**config.mk**
```make
export PLATFORM = sky130hd
export DESIGN_NAME = psir_mgmt_regs
export DESIGN_NICKNAME = d
export VERILOG_FILES = /design/src/hdl/psir_pkg.sv /design/src/hdl/psir_mgmt_regs.sv /design/src/hdl/psir_status_bank.sv
export SDC_FILE = /design/constraint.sdc
export NUM_CORES = 1
export LEC_CHECK = 0
export BUFFER_PORTS_ARGS = -buffer_cell sky130_fd_sc_hd__buf_4
export CORE_ASPECT_RATIO = 0.6
export CORE_UTILIZATION = 45
export DETAILED_ROUTE_END_ITERATION = 10
export MAX_ROUTING_LAYER = met4
export PLACE_DENSITY = 0.64
export SYNTH_ARGS = -nofsm -noshare
export SYNTH_HDL_FRONTEND = slang
export SYNTH_SLANG_ARGS = --single-unit
```
**constraint.sdc**
```tcl
create_clock -name mclk -period 3.5 [get_ports mclk]
set_input_delay 0.875 -clock mclk [delete_from_list [all_inputs] [get_ports mclk]]
set_output_delay 0.875 -clock mclk [all_outputs]
set_load 0.02 [all_outputs]
```
**src/hdl/psir_pkg.sv**
```systemverilog
// Purpose: constants for the management status and identifier registers
// Assumes: serial management frames sampled on the mclk domain
// Notes: rule summary below; all offsets and positions live here
// Contract
// RULE1: status at address 1, identifier at 2
// RULE2: bit15 reads 0, bits 14-11 read 1
// RULE3: bits 10-7 read zero, writes ignored
// RULE4: bit6 reads 1, accept preamble-less frames
// RULE5: bit5 shows negotiation done, reset 0
// RULE6: bit4 latches remote fault until read/reset
// RULE7: bit3 always reads 1
// RULE8: bit2 latch-low link, cleared until read
// RULE9: bit1 latches jabber until read/reset
// RULE10: jabber sets bit1 only at 10 Mbps
// RULE11: bit0 always reads 1
// RULE12: identifier registers form one device identifier; only the one at address 2 is built, address 3 does not answer
// RULE13: id register holds organisation bits 3-18
// RULE14: software reset restores latched flags' defaults
// RULE15: latched bits hold event until read/reset
// RULE16: after clearing read, flag shows live state
package psir_pkg;
    // management register addresses
    localparam logic [4:0] REG_CONTROL = 5'h00;
    localparam logic [4:0] REG_STATUS = 5'h01;
    localparam logic [4:0] REG_ID_HIGH = 5'h02;
    localparam int CTRL_SOFT_RST_BIT = 15;
    // status field positions
    localparam int ST_AN_DONE = 5;
    localparam int ST_REMOTE_FAULT = 4;
    localparam int ST_LINK = 2;
    localparam int ST_JABBER = 1;
    // fixed capability pattern: bits 14-11, 6, 3, 0 set
    localparam logic [15:0] STATUS_FIXED = 16'h7849;
    localparam logic [15:0] STATUS_RESET = 16'h7849;
    // frame fields
    localparam logic [1:0] OP_READ = 2'h2;
    localparam logic [1:0] OP_WRITE = 2'h1;
    localparam logic [3:0] HDR_LAST = 4'hB;
    localparam logic [3:0] DATA_LAST = 4'hF;
    // organisation id: bit n of the identifier sits at position 24-n
    localparam int ORG_HI_POS = 21;
    localparam int ORG_LO_POS = 6;
    typedef enum logic [2:0] {
        PSIR_IDLE = 3'b000,
        PSIR_START = 3'b001,
        PSIR_HEADER = 3'b010,
        PSIR_TURN = 3'b011,
        PSIR_DATA = 3'b100
    } psir_state_e;
endpackage

```
**src/hdl/psir_mgmt_regs.sv**
```systemverilog
// Purpose: serial management slave for status and identifier registers
// Assumes: mdc and mdio_in synchronous to mclk, mdc well below mclk/4
// Notes: frames with or without preamble; only addresses 1, 2 answer reads
`timescale 1ns/1ps
`default_nettype none
module psir_mgmt_regs
    import psir_pkg::*;
#(
    // organisation identifier, bit n at position 24-n; value is arbitrary
    parameter logic [23:0] ORG_ID = 24'hA5C396
) (
    // clock and reset
    input wire logic mclk,
    input wire logic rst_n,
    // management serial link
    input wire logic mdc,
    input wire logic mdio_in,
    output logic mdio_out,
    output logic mdio_oe,
    input wire logic [4:0] phy_addr,
    // live indications from the transceiver
    input wire logic link_ok,
    input wire logic jabber,
    input wire logic speed_10,
    input wire logic remote_fault,
    input wire logic an_done
);
    localparam logic [15:0] ID_HIGH = ORG_ID[ORG_HI_POS:ORG_LO_POS]; // RULE12 RULE13

    logic rst_meta_ff, rst_sync_ff;
    logic mdc_ff, mdc_rise;
    psir_state_e state_ff, nxt_state;
    logic [3:0] cnt_ff, nxt_cnt;
    logic [15:0] sh_ff, nxt_sh;
    logic [15:0] rdsh_ff, nxt_rdsh;
    logic [4:0] regad_ff, nxt_regad;
    logic drive_ff, nxt_drive;
    logic wr_ff, nxt_wr;
    logic mdio_out_ff, nxt_out;
    logic mdio_oe_ff, nxt_oe;
    logic rd_clr_ff, nxt_rd_clr;
    logic soft_rst_ff, nxt_soft_rst;
    logic [15:0] status_word;
    logic [11:0] hdr;
    logic [15:0] wr_word, rd_word;
    logic addr_hit, reg_known, hdr_read, hdr_write;

    // reset released through two flops, asserted at once
    always_ff @(posedge mclk or negedge rst_n) begin
        if (!rst_n) begin
            rst_meta_ff <= 1'b0;
            rst_sync_ff <= 1'b0;
        end else begin
            rst_meta_ff <= 1'b1;
            rst_sync_ff <= rst_meta_ff;
        end
    end

    // management clock edge found by sampling, mclk is the only clock
    assign mdc_rise = mdc & ~mdc_ff;

    // header decode: op, phy address, register address
    assign hdr = {sh_ff[10:0], mdio_in};
    assign addr_hit = hdr[9:5] == phy_addr;
    assign reg_known = (hdr[4:0] == REG_STATUS) || (hdr[4:0] == REG_ID_HIGH); // RULE1
    assign hdr_read = addr_hit && hdr[11:10] == OP_READ && reg_known;
    assign hdr_write = addr_hit && hdr[11:10] == OP_WRITE;
    assign rd_word = (hdr[4:0] == REG_STATUS) ? status_word : ID_HIGH; // RULE1
    assign wr_word = {sh_ff[14:0], mdio_in};

    // frame engine, one step per management clock rise
    always_comb begin
        nxt_state = state_ff;
        nxt_cnt = cnt_ff;
        nxt_sh = sh_ff;
        nxt_rdsh = rdsh_ff;
        nxt_regad = regad_ff;
        nxt_drive = drive_ff;
        nxt_wr = wr_ff;
        nxt_out = mdio_out_ff;
        nxt_oe = mdio_oe_ff;
        nxt_rd_clr = 1'b0;
        nxt_soft_rst = 1'b0;
        if (mdc_rise) begin
            nxt_sh = {sh_ff[14:0], mdio_in};
            unique case (state_ff)
                // idle ones need not be counted: no preamble is required
                PSIR_IDLE: begin
                    if (!mdio_in) begin
                        nxt_state = PSIR_START; // RULE4
                    end
                end
                PSIR_START: begin
                    nxt_state = mdio_in ? PSIR_HEADER : PSIR_IDLE;
                    nxt_cnt = 4'h0;
                end
                PSIR_HEADER: begin
                    nxt_cnt = cnt_ff + 4'h1;
                    if (cnt_ff == HDR_LAST) begin
                        nxt_state = PSIR_TURN;
                        nxt_cnt = 4'h0;
                        nxt_regad = hdr[4:0];
                        nxt_drive = hdr_read;
                        nxt_wr = hdr_write;
                        nxt_rdsh = rd_word;
                        // snapshot taken now, so the clear cannot lose it
                        nxt_rd_clr = hdr_read && hdr[4:0] == REG_STATUS; // RULE6 RULE8 RULE9
                    end
                end
                PSIR_TURN: begin
                    nxt_cnt = cnt_ff + 4'h1;
                    if (cnt_ff == 4'h0) begin
                        nxt_oe = drive_ff;
                        nxt_out = 1'b0;
                    end else begin
                        nxt_state = PSIR_DATA;
                        nxt_cnt = 4'h0;
                        nxt_out = rdsh_ff[15];
                        nxt_rdsh = {rdsh_ff[14:0], 1'b0};
                    end
                end
                PSIR_DATA: begin
                    nxt_cnt = cnt_ff + 4'h1;
                    nxt_out = rdsh_ff[15];
                    nxt_rdsh = {rdsh_ff[14:0], 1'b0};
                    if (cnt_ff == DATA_LAST) begin
                        nxt_state = PSIR_IDLE;
                        nxt_oe = 1'b0;
                        nxt_out = 1'b0;
                        nxt_drive = 1'b0;
                        // writes to status and id are dropped; control reset is seen
                        nxt_soft_rst = wr_ff && regad_ff == REG_CONTROL
                            && wr_word[CTRL_SOFT_RST_BIT]; // RULE3 RULE14
                        nxt_wr = 1'b0;
                    end
                end
                default: begin
                    nxt_state = PSIR_IDLE;
                end
            endcase
        end
    end

    // engine and output flops
    always_ff @(posedge mclk or negedge rst_sync_ff) begin
        if (!rst_sync_ff) begin
            mdc_ff <= 1'b0;
            state_ff <= PSIR_IDLE;
            cnt_ff <= 4'h0;
            sh_ff <= 16'h0000;
            rdsh_ff <= 16'h0000;
            regad_ff <= 5'h00;
            {drive_ff, wr_ff, mdio_out_ff, mdio_oe_ff} <= 4'h0;
            {rd_clr_ff, soft_rst_ff} <= 2'h0;
        end else begin
            mdc_ff <= mdc;
            state_ff <= nxt_state;
            cnt_ff <= nxt_cnt;
            sh_ff <= nxt_sh;
            rdsh_ff <= nxt_rdsh;
            regad_ff <= nxt_regad;
            {drive_ff, wr_ff, mdio_out_ff, mdio_oe_ff} <= {nxt_drive, nxt_wr, nxt_out, nxt_oe};
            {rd_clr_ff, soft_rst_ff} <= {nxt_rd_clr, nxt_soft_rst};
        end
    end

    assign mdio_out = mdio_out_ff;
    assign mdio_oe = mdio_oe_ff;

    // status flags and their latching
    psir_status_bank psir_status_bank_inst (
        .mclk(mclk),
        .rst_n(rst_sync_ff),
        .soft_rst(soft_rst_ff),
        .rd_clr(rd_clr_ff),
        .link_ok(link_ok),
        .jabber(jabber),
        .speed_10(speed_10),
        .remote_fault(remote_fault),
        .an_done(an_done),
        .status_word(status_word)
    );

    a_caps_fixed: assert property (@(posedge mclk) disable iff (!rst_sync_ff) // RULE2
        status_word[15:11] == 5'h0F)
        else $error("capability bits wrong");
    a_reserved_zero: assert property (@(posedge mclk) disable iff (!rst_sync_ff) // RULE3
        status_word[10:7] == 4'h0 && $stable(status_word[10:7]))
        else $error("reserved status bits not zero");
    a_no_preamble_ok: assert property (@(posedge mclk) disable iff (!rst_sync_ff) // RULE4
        state_ff == PSIR_IDLE && mdc_rise && !mdio_in |=> state_ff == PSIR_START
            && status_word[6])
        else $error("frame start without preamble not taken");
    a_auto_neg_able: assert property (@(posedge mclk) disable iff (!rst_sync_ff) // RULE7
        status_word[3])
        else $error("negotiation ability bit clear");
    a_ext_capable: assert property (@(posedge mclk) disable iff (!rst_sync_ff) // RULE11
        status_word[0])
        else $error("extended capability bit clear");
    a_id_loaded: assert property (@(posedge mclk) disable iff (!rst_sync_ff) // RULE13
        mdc_rise && state_ff == PSIR_HEADER && cnt_ff == HDR_LAST && hdr_read
            && hdr[4:0] == REG_ID_HIGH |=> rdsh_ff == ID_HIGH && !rd_clr_ff)
        else $error("identifier word not loaded");
    a_clear_on_read: assert property (@(posedge mclk) disable iff (!rst_sync_ff) // RULE15
        rd_clr_ff |-> regad_ff == REG_STATUS && drive_ff && state_ff == PSIR_TURN)
        else $error("flags cleared outside a status read");
    a_turn_drive_zero: assert property (@(posedge mclk) disable iff (!rst_sync_ff) // RULE1
        $rose(mdio_oe_ff) |-> !mdio_out_ff && state_ff == PSIR_TURN && cnt_ff == 4'h1)
        else $error("turnaround not driven low");
    c_status_read: cover property (@(posedge mclk) rd_clr_ff ##[1:400] $fell(mdio_oe_ff));
    c_id_read: cover property (@(posedge mclk) mdio_oe_ff && regad_ff == REG_ID_HIGH);
    c_soft_reset: cover property (@(posedge mclk) soft_rst_ff);
endmodule // psir_mgmt_regs
`default_nettype wire

```
**src/hdl/psir_status_bank.sv**
```systemverilog
// Purpose: status word with latched fault, jabber and link flags
// Assumes: live indications synchronous to mclk
// Notes: status_word comes straight from flops
`timescale 1ns/1ps
`default_nettype none
module psir_status_bank
    import psir_pkg::*;
(
    // clock and reset
    input wire logic mclk,
    input wire logic rst_n,
    // controls from the frame engine
    input wire logic soft_rst,
    input wire logic rd_clr,
    // live indications
    input wire logic link_ok,
    input wire logic jabber,
    input wire logic speed_10,
    input wire logic remote_fault,
    input wire logic an_done,
    // register contents
    output logic [15:0] status_word
);
    logic link_ff, flt_ff, jab_ff, an_ff;
    logic nxt_link, nxt_flt, nxt_jab, jab_live;

    // jabber only counts at 10 Mbps
    assign jab_live = jabber & speed_10; // RULE10
    // latch-high: the set term wins over a clearing read
    assign nxt_flt = remote_fault | (flt_ff & ~rd_clr); // RULE6 RULE15 RULE16
    assign nxt_jab = jab_live | (jab_ff & ~rd_clr); // RULE9 RULE15 RULE16
    // latch-low: a read reloads the live level, a failure sticks
    assign nxt_link = rd_clr ? link_ok : (link_ff & link_ok); // RULE8 RULE15 RULE16

    // soft reset acts like chip reset on the flags
    always_ff @(posedge mclk or negedge rst_n) begin
        if (!rst_n) begin
            {link_ff, flt_ff, jab_ff, an_ff} <= 4'h0;
        end else if (soft_rst) begin
            {link_ff, flt_ff, jab_ff, an_ff} <= 4'h0; // RULE14
        end else begin
            {link_ff, flt_ff, jab_ff, an_ff} <= {nxt_link, nxt_flt, nxt_jab, an_done}; // RULE5
        end
    end

    // fixed bits, reserved zeros and the four live fields
    always_comb begin
        status_word = STATUS_FIXED; // RULE2 RULE3 RULE4 RULE7 RULE11
        status_word[ST_AN_DONE] = an_ff;
        status_word[ST_REMOTE_FAULT] = flt_ff;
        status_word[ST_LINK] = link_ff;
        status_word[ST_JABBER] = jab_ff;
    end

    a_an_done_follow: assert property (@(posedge mclk) disable iff (!rst_n) // RULE5
        !soft_rst |=> status_word[ST_AN_DONE] == $past(an_done))
        else $error("negotiation done bit does not follow input");
    a_fault_held: assert property (@(posedge mclk) disable iff (!rst_n) // RULE6
        status_word[ST_REMOTE_FAULT] && !rd_clr && !soft_rst |=> status_word[ST_REMOTE_FAULT])
        else $error("remote fault flag dropped without read");
    a_link_drop_held: assert property (@(posedge mclk) disable iff (!rst_n) // RULE8
        !link_ok ##1 !rd_clr |-> !status_word[ST_LINK])
        else $error("link flag set again without read");
    a_jabber_fast_off: assert property (@(posedge mclk) disable iff (!rst_n) // RULE10
        !speed_10 && !status_word[ST_JABBER] |=> !status_word[ST_JABBER])
        else $error("jabber flag set at 100 Mbps");
    a_clear_shows_live: assert property (@(posedge mclk) disable iff (!rst_n) // RULE16
        rd_clr && !soft_rst |=> status_word[ST_REMOTE_FAULT] == $past(remote_fault)
            && status_word[ST_LINK] == $past(link_ok))
        else $error("flag after clearing read is not the live level");
    a_soft_rst_flags: assert property (@(posedge mclk) disable iff (!rst_n) // RULE14
        soft_rst |=> status_word == STATUS_RESET)
        else $error("software reset left a flag set");
    c_fault_cleared: cover property (@(posedge mclk) disable iff (!rst_n)
        status_word[ST_REMOTE_FAULT] ##1 rd_clr ##1 !status_word[ST_REMOTE_FAULT]);
endmodule // psir_status_bank
`default_nettype wire

```
Word level (Yosys, flattened, before mapping)
Cells that the tools add are included.
- $add $sub $neg: 1
- eq/ne operators: 16
- multiplexer cells: 34
- bitwise operators: 9
- reduce and logical (&&, ||, !) cells: 21
- operators with widths (kind ; count):
    two-way mux 16 bit ; 3
    case mux 16 bit (3 select lines) ; 1
    two-way mux 1 bit ; 17
    case mux 4 bit (4 select lines) ; 1
    case mux 3 bit (5 select lines) ; 1
    two-way mux 3 bit ; 4
    AND reduction 4 bit ; 3
    inequality test 2 bit, second input constant ; 5
    equality test 4 bit, second input constant ; 2
    two-way mux 4 bit ; 2
    case mux 1 bit (2 select lines) ; 4
    equality test 3 x 2 -> 1 bit, second input constant ; 2
    logical AND 1 bit ; 6
    bitwise AND 1 bit ; 5
    equality test 5 x 1 -> 1 bit, second input constant ; 1
    equality test 5 x 2 -> 1 bit, second input constant ; 1
    equality test 5 bit ; 1
    logical NOT 5 bit ; 1
    AND reduction 5 bit ; 1
    adder 4 x 1 -> 4 bit, second input constant ; 1
    logical NOT 4 bit ; 1
    AND reduction 2 bit ; 2
    nonzero test 2 bit ; 2
    nonzero test 4 bit ; 1
    other kinds (11) ; 13
- bits in registers: 56
- input bits: 14
- word-level logic and storage cells: 99

Depth between registers and ports, before layout
- depth in word-level cells: 7
- mapped depth: 7

Hierarchy
A second synthesis with hierarchy kept.
- cell total of the unflattened synthesis: 282
- area total of the unflattened synthesis: 2972.9 um^2
- by module, submodules not included (module ; instances ; cells each ; area each (um^2) ; sequential area each (um^2)):
    psir_mgmt_regs ; 1 ; 251 ; 2693.8 ; 1301.2
    psir_status_bank ; 1 ; 31 ; 279.0 ; 100.1

Worst setup path after synthesis
No wires, ideal clock.
- kind: in2reg
- start point: input port mdc
- end point: register sh_ff[0]
- setup time: 0.065 ns
- arrival time: 1.880 ns
- data required time: 3.435 ns
- setup slack: 1.555 ns
- stages on the path: 6
- path buffers: 3
- path through: nand2b_1 clkbuf_1 clkbuf_1 clkbuf_1 nand2_1 nand2_1
- cells in the longest elaborated chain, start to end: 1
- RTL lines (element ; line ; RTL):
    start, declared ; psir_mgmt_regs.sv:16 ; input wire logic mdc,
    bitwise AND 1 bit ; psir_mgmt_regs.sv:60 ; assign mdc_rise = mdc & ~mdc_ff;
    end signal, assigned ; psir_mgmt_regs.sv:159 ; sh_ff <= nxt_sh;
    end, declared ; psir_mgmt_regs.sv:34 ; logic [15:0] sh_ff, nxt_sh;
No other way between the ends.
A chain may end at the register's enable or synchronous reset.

Final worst setup path
- start point: register state_ff[0]
- end point: register rdsh_ff[13]
- cells in the longest elaborated chain, start to end: 3
- elaborated cells on any way between the ends: 8
- those cells by class: eq/ne (5); mux (1); reduce/logical (2)
- RTL lines (element ; line ; RTL):
    start, declared ; psir_mgmt_regs.sv:32 ; psir_state_e state_ff, nxt_state;
    start signal, assigned ; psir_mgmt_regs.sv:157 ; state_ff <= nxt_state;
    equality test 3 x 2 -> 1 bit / equality test 3 bit (equally long branches) ; psir_mgmt_regs.sv:86 ; unique case (state_ff)
    inequality test 2 bit (no source line) / nonzero test 3 bit (equally long branches) ; -- ;
    AND reduction 4 bit (no source line) ; -- ;
    end signal, assigned ; psir_mgmt_regs.sv:160 ; rdsh_ff <= nxt_rdsh;
    end, declared ; psir_mgmt_regs.sv:35 ; logic [15:0] rdsh_ff, nxt_rdsh;
Parallel ways exist; a longest one is shown, timed or not.

==> out/metrics.yaml <==
global_route:
  grt_pass1_vias: 1660
  grt_max_degree: 34
  top_usage_layer: "met1"
  grt_util_all_layers: 0.1905
  overflow: 0
  use_met2: 0.2524
  grt_pass1_wl_um: 8480
  antenna_found_initial: 0
  use_met1: 0.2902
  grtUsageMet3: 0.04086
routing:
  drt-pass1-iter-count: 4
  drc: 0
  via_count: 1814
  drt-initial-drc-count: 113
  via_per_inst: 5.198
  totalWireLength_um: 5008
  postRouteAntennaNets: 0
  wl_per_cell_um: 14.35
clocking:
  path_clk_slew_ns: 0.10
  post_cts_buffers: 0
  cts_tree: "yes"
  insertion_delay_ns: 0.31
  cts_resized: 0
  cts-root-buf: "clkbuf_8"
  clock_path_buffers: 2
  numClockSinks: 56
  h-tree-depth: 2
  cts_hold_buf: 0
  cts_buffers: 5
floorplan:
  die_area_um2: 6124
  fp.dieW_um: 100.4
  rows: 21
  core-area_um2: 5597
  top_level_ports: 16
  initial_utilization: 0.4668
  die_y_um: 61.02
sta:
  fin_setup_tns_ns: 0
  slew_headroom: 0.2002
  tightestPinTransition_ns: 1.200
  clock_skew_ns: 0.01130
  fin_hold_ws_ns: 0.2219
  slew_viol_final: 0
  finalHoldViolations: 0
  setup_viol: 0
  max_freq_mhz: 415.6
  fin_crit_ns: 2.406
  min_period_over_period: 0.6875
  grt_setup_unrepaired: "false"
outcome:
  status: "completed"
cells_and_area:
  drive_above_1_share: 0.1784
  diodes: 0
  design_area_um2: 2894
  multiInputGateArea_um2: 1072
  seq_area_um2: 1403
  fill_cells: 527
  area_growth_pct: 10.78
  final_cells: 349
  utilization: 0.5171
  nNetsFinal: 284
worst_setup_path:
  critical_path.max_stage_delay_ns: 0.74
  path_class: "reg -> reg"
  crit_fanout: 15
  crit_path_start_kind: "register"
  critPathRequiredTime_ns: 3.69
  slowest_stage: "a211oi_4"
  cp-end-kind: "register"
  worstPathCellList: "or3b_1 > a211oi_4 > mux2_2"
  worstPathArrival_ns: 2.60
  crit_family: "compound AO/OA/AOI/OAI gates"
  crit_buf_inv: 0
pwr:
  leakage_nw: 1.334
  power_density_nw_per_um2: 619.1
  peakVddDrop_mv: 0.2081
placement:
  io_buffers: 15
  post-place-cells: 341
  finalWeightedCongestion: 0.7957
  postPlaceCellArea_um2: 2804
  hpwl_um: 3549
logic_synthesis:
  synth_seq_cells: 56
  synthTopCellsByArea: "dfrtp_1 54%, nand2_1 6.5%, mux2_2 4.7%"
  synthesis.area_um2: 2613
  synth_top_cells_by_count: "56 x dfrtp_1, 45 x nand2_1, 21 x inv_1, 19 x o21ai_0, 11 x mux2_2"
  yosysTopAreaCell: "dfrtp_1"
  synth_edf_count: 0
  yosysTopAreaCellShare: 0.5364
  synth.most_common_cell: "dfrtp_1"
  async_reset_ff_frac: 1.000
  synth_ff_type: "dfrtp_1"
  syn_nets: 269
  synth_cells: 253
  ys_warn_count: 0
  synth_seq_area_share: 0.5364
  avgSynthCellArea_um2: 10.33
  yosysUniqueCellTypes: 46
worst_hold_path:
  hp-class: "reg -> async"
run:
  maxCapViolations: 0
## report_power, final
| group | switching (mW) | leakage, nW | internal, mW | total (mW) |
|---|---|---|---|---|
| Combinational | 0.264 | 0.578 | 0.226 | 0.490 |
| Sequential | 0.143 | 0.711 | 0.802 | 0.945 |
| Clock | 0.214 | 0.0445 | 0.143 | 0.356 |
| Total | 0.621 | 1.33 | 1.17 | 1.79 |
## cells in the final DEF, fill, tap and decap left out, types with 5 or more instances in the layout
cell,synthesis,final
clkbuf_8,0,5
nor2b_1,7,7
mux2i_1,8,8
buf_4,1,20
inv_1,21,21
dfrtp_1,56,55
mux2_2,11,11
nand2_1,45,45
o31ai_1,5,5
o21ai_0,19,19
nand3_1,7,7
## per-layer routing
| metal | share of wire | routed length [µm] |
|---|---|---|
| met1 | 0.55 | 2765 |
| met2 | 0.40 | 1999 |
| met3 | 0.041 | 206 |
| met4 | 0.0074 | 37 |
| met5 | 0 | 0 |
## logic make-up (layout without fill, tap and decap cells)
group | after synthesis | in the layout | share of synthesized area
and+or+nand+nor | 90 | 90 | 0.1758
buffers and inverters | 33 | 49 | 0.05316
other | 1 | 1 | 0.001435
xor gates and xnor gates | 6 | 6 | 0.02011
AOI/OAI and AO/OA | 46 | 46 | 0.1255
DFF | 56 | 56 | 0.5364
adders and majority gates | 2 | 2 | 0.009577
muxes | 19 | 19 | 0.07807
## worst paths after layout
path	slack (ns)	endpoint	cells after the start	from
worst max register to register	1.09	rdsh_ff[13]	3	state_ff[0]
worst max-delay path	1.09	rdsh_ff[13]	3	state_ff[0]
min in group mclk	0.36	rst_sync_ff	0	rst_meta_ff
max in group asynchronous	2.49	sh_ff[5]	1	rst_sync_ff
worst min register to register	0.22	state_ff[1]	0	rst_sync_ff
worst min-delay path	0.22	state_ff[1]	0	rst_sync_ff
## sequential cells by signal, indices dropped and copies added (netlist names)
| signal | flops |
|---|---|
| rst_sync_ff | 1 |
| rdsh_ff | 16 |
| psir_status_bank_inst.flt_ff | 1 |
| psir_status_bank_inst.link_ff | 1 |
| psir_status_bank_inst.jab_ff | 1 |
| mdio_oe | 1 |
| wr_ff | 1 |
| mdio_out | 1 |
| drive_ff | 1 |
| rst_meta_ff | 1 |
| psir_status_bank_inst.an_ff | 1 |
| regad_ff | 5 |
| sh_ff | 15 |
| rd_clr_ff | 1 |
| cnt_ff | 4 |
| soft_rst_ff | 1 |
| state_ff | 3 |
| mdc_ff | 1 |
## cell type report
cell class / instances / area share
Clock buffer: 5 / 0.02378
Inverter: 21 / 0.02724
Sequential cell: 56 / 0.4847
Clock inverter: 3 / 0.007350
Tap cell: 80 / 0.03459
Multi-Input combinational cell: 164 / 0.3705
Timing Repair Buffer: 20 / 0.05188
## worst reg2reg max path: stages (launching register included)
cell and delay [ns]:
dfrtp_1 0.55, or3b_1 0.59, a211oi_4 0.74, mux2_2 0.42
## through the flow
stage / total power [mW] / setup slack [ns]
after detailed placement: 1.449 / 0.8959
final: 1.792 / 1.094
after global placement: 1.432 / 0.9829
after CTS: 1.807 / 1.110
after floorplan: 1.315 / 1.555
after global routing: 1.940 / 0.9450
No activity file was read; power rests on OpenSTA's default activity.
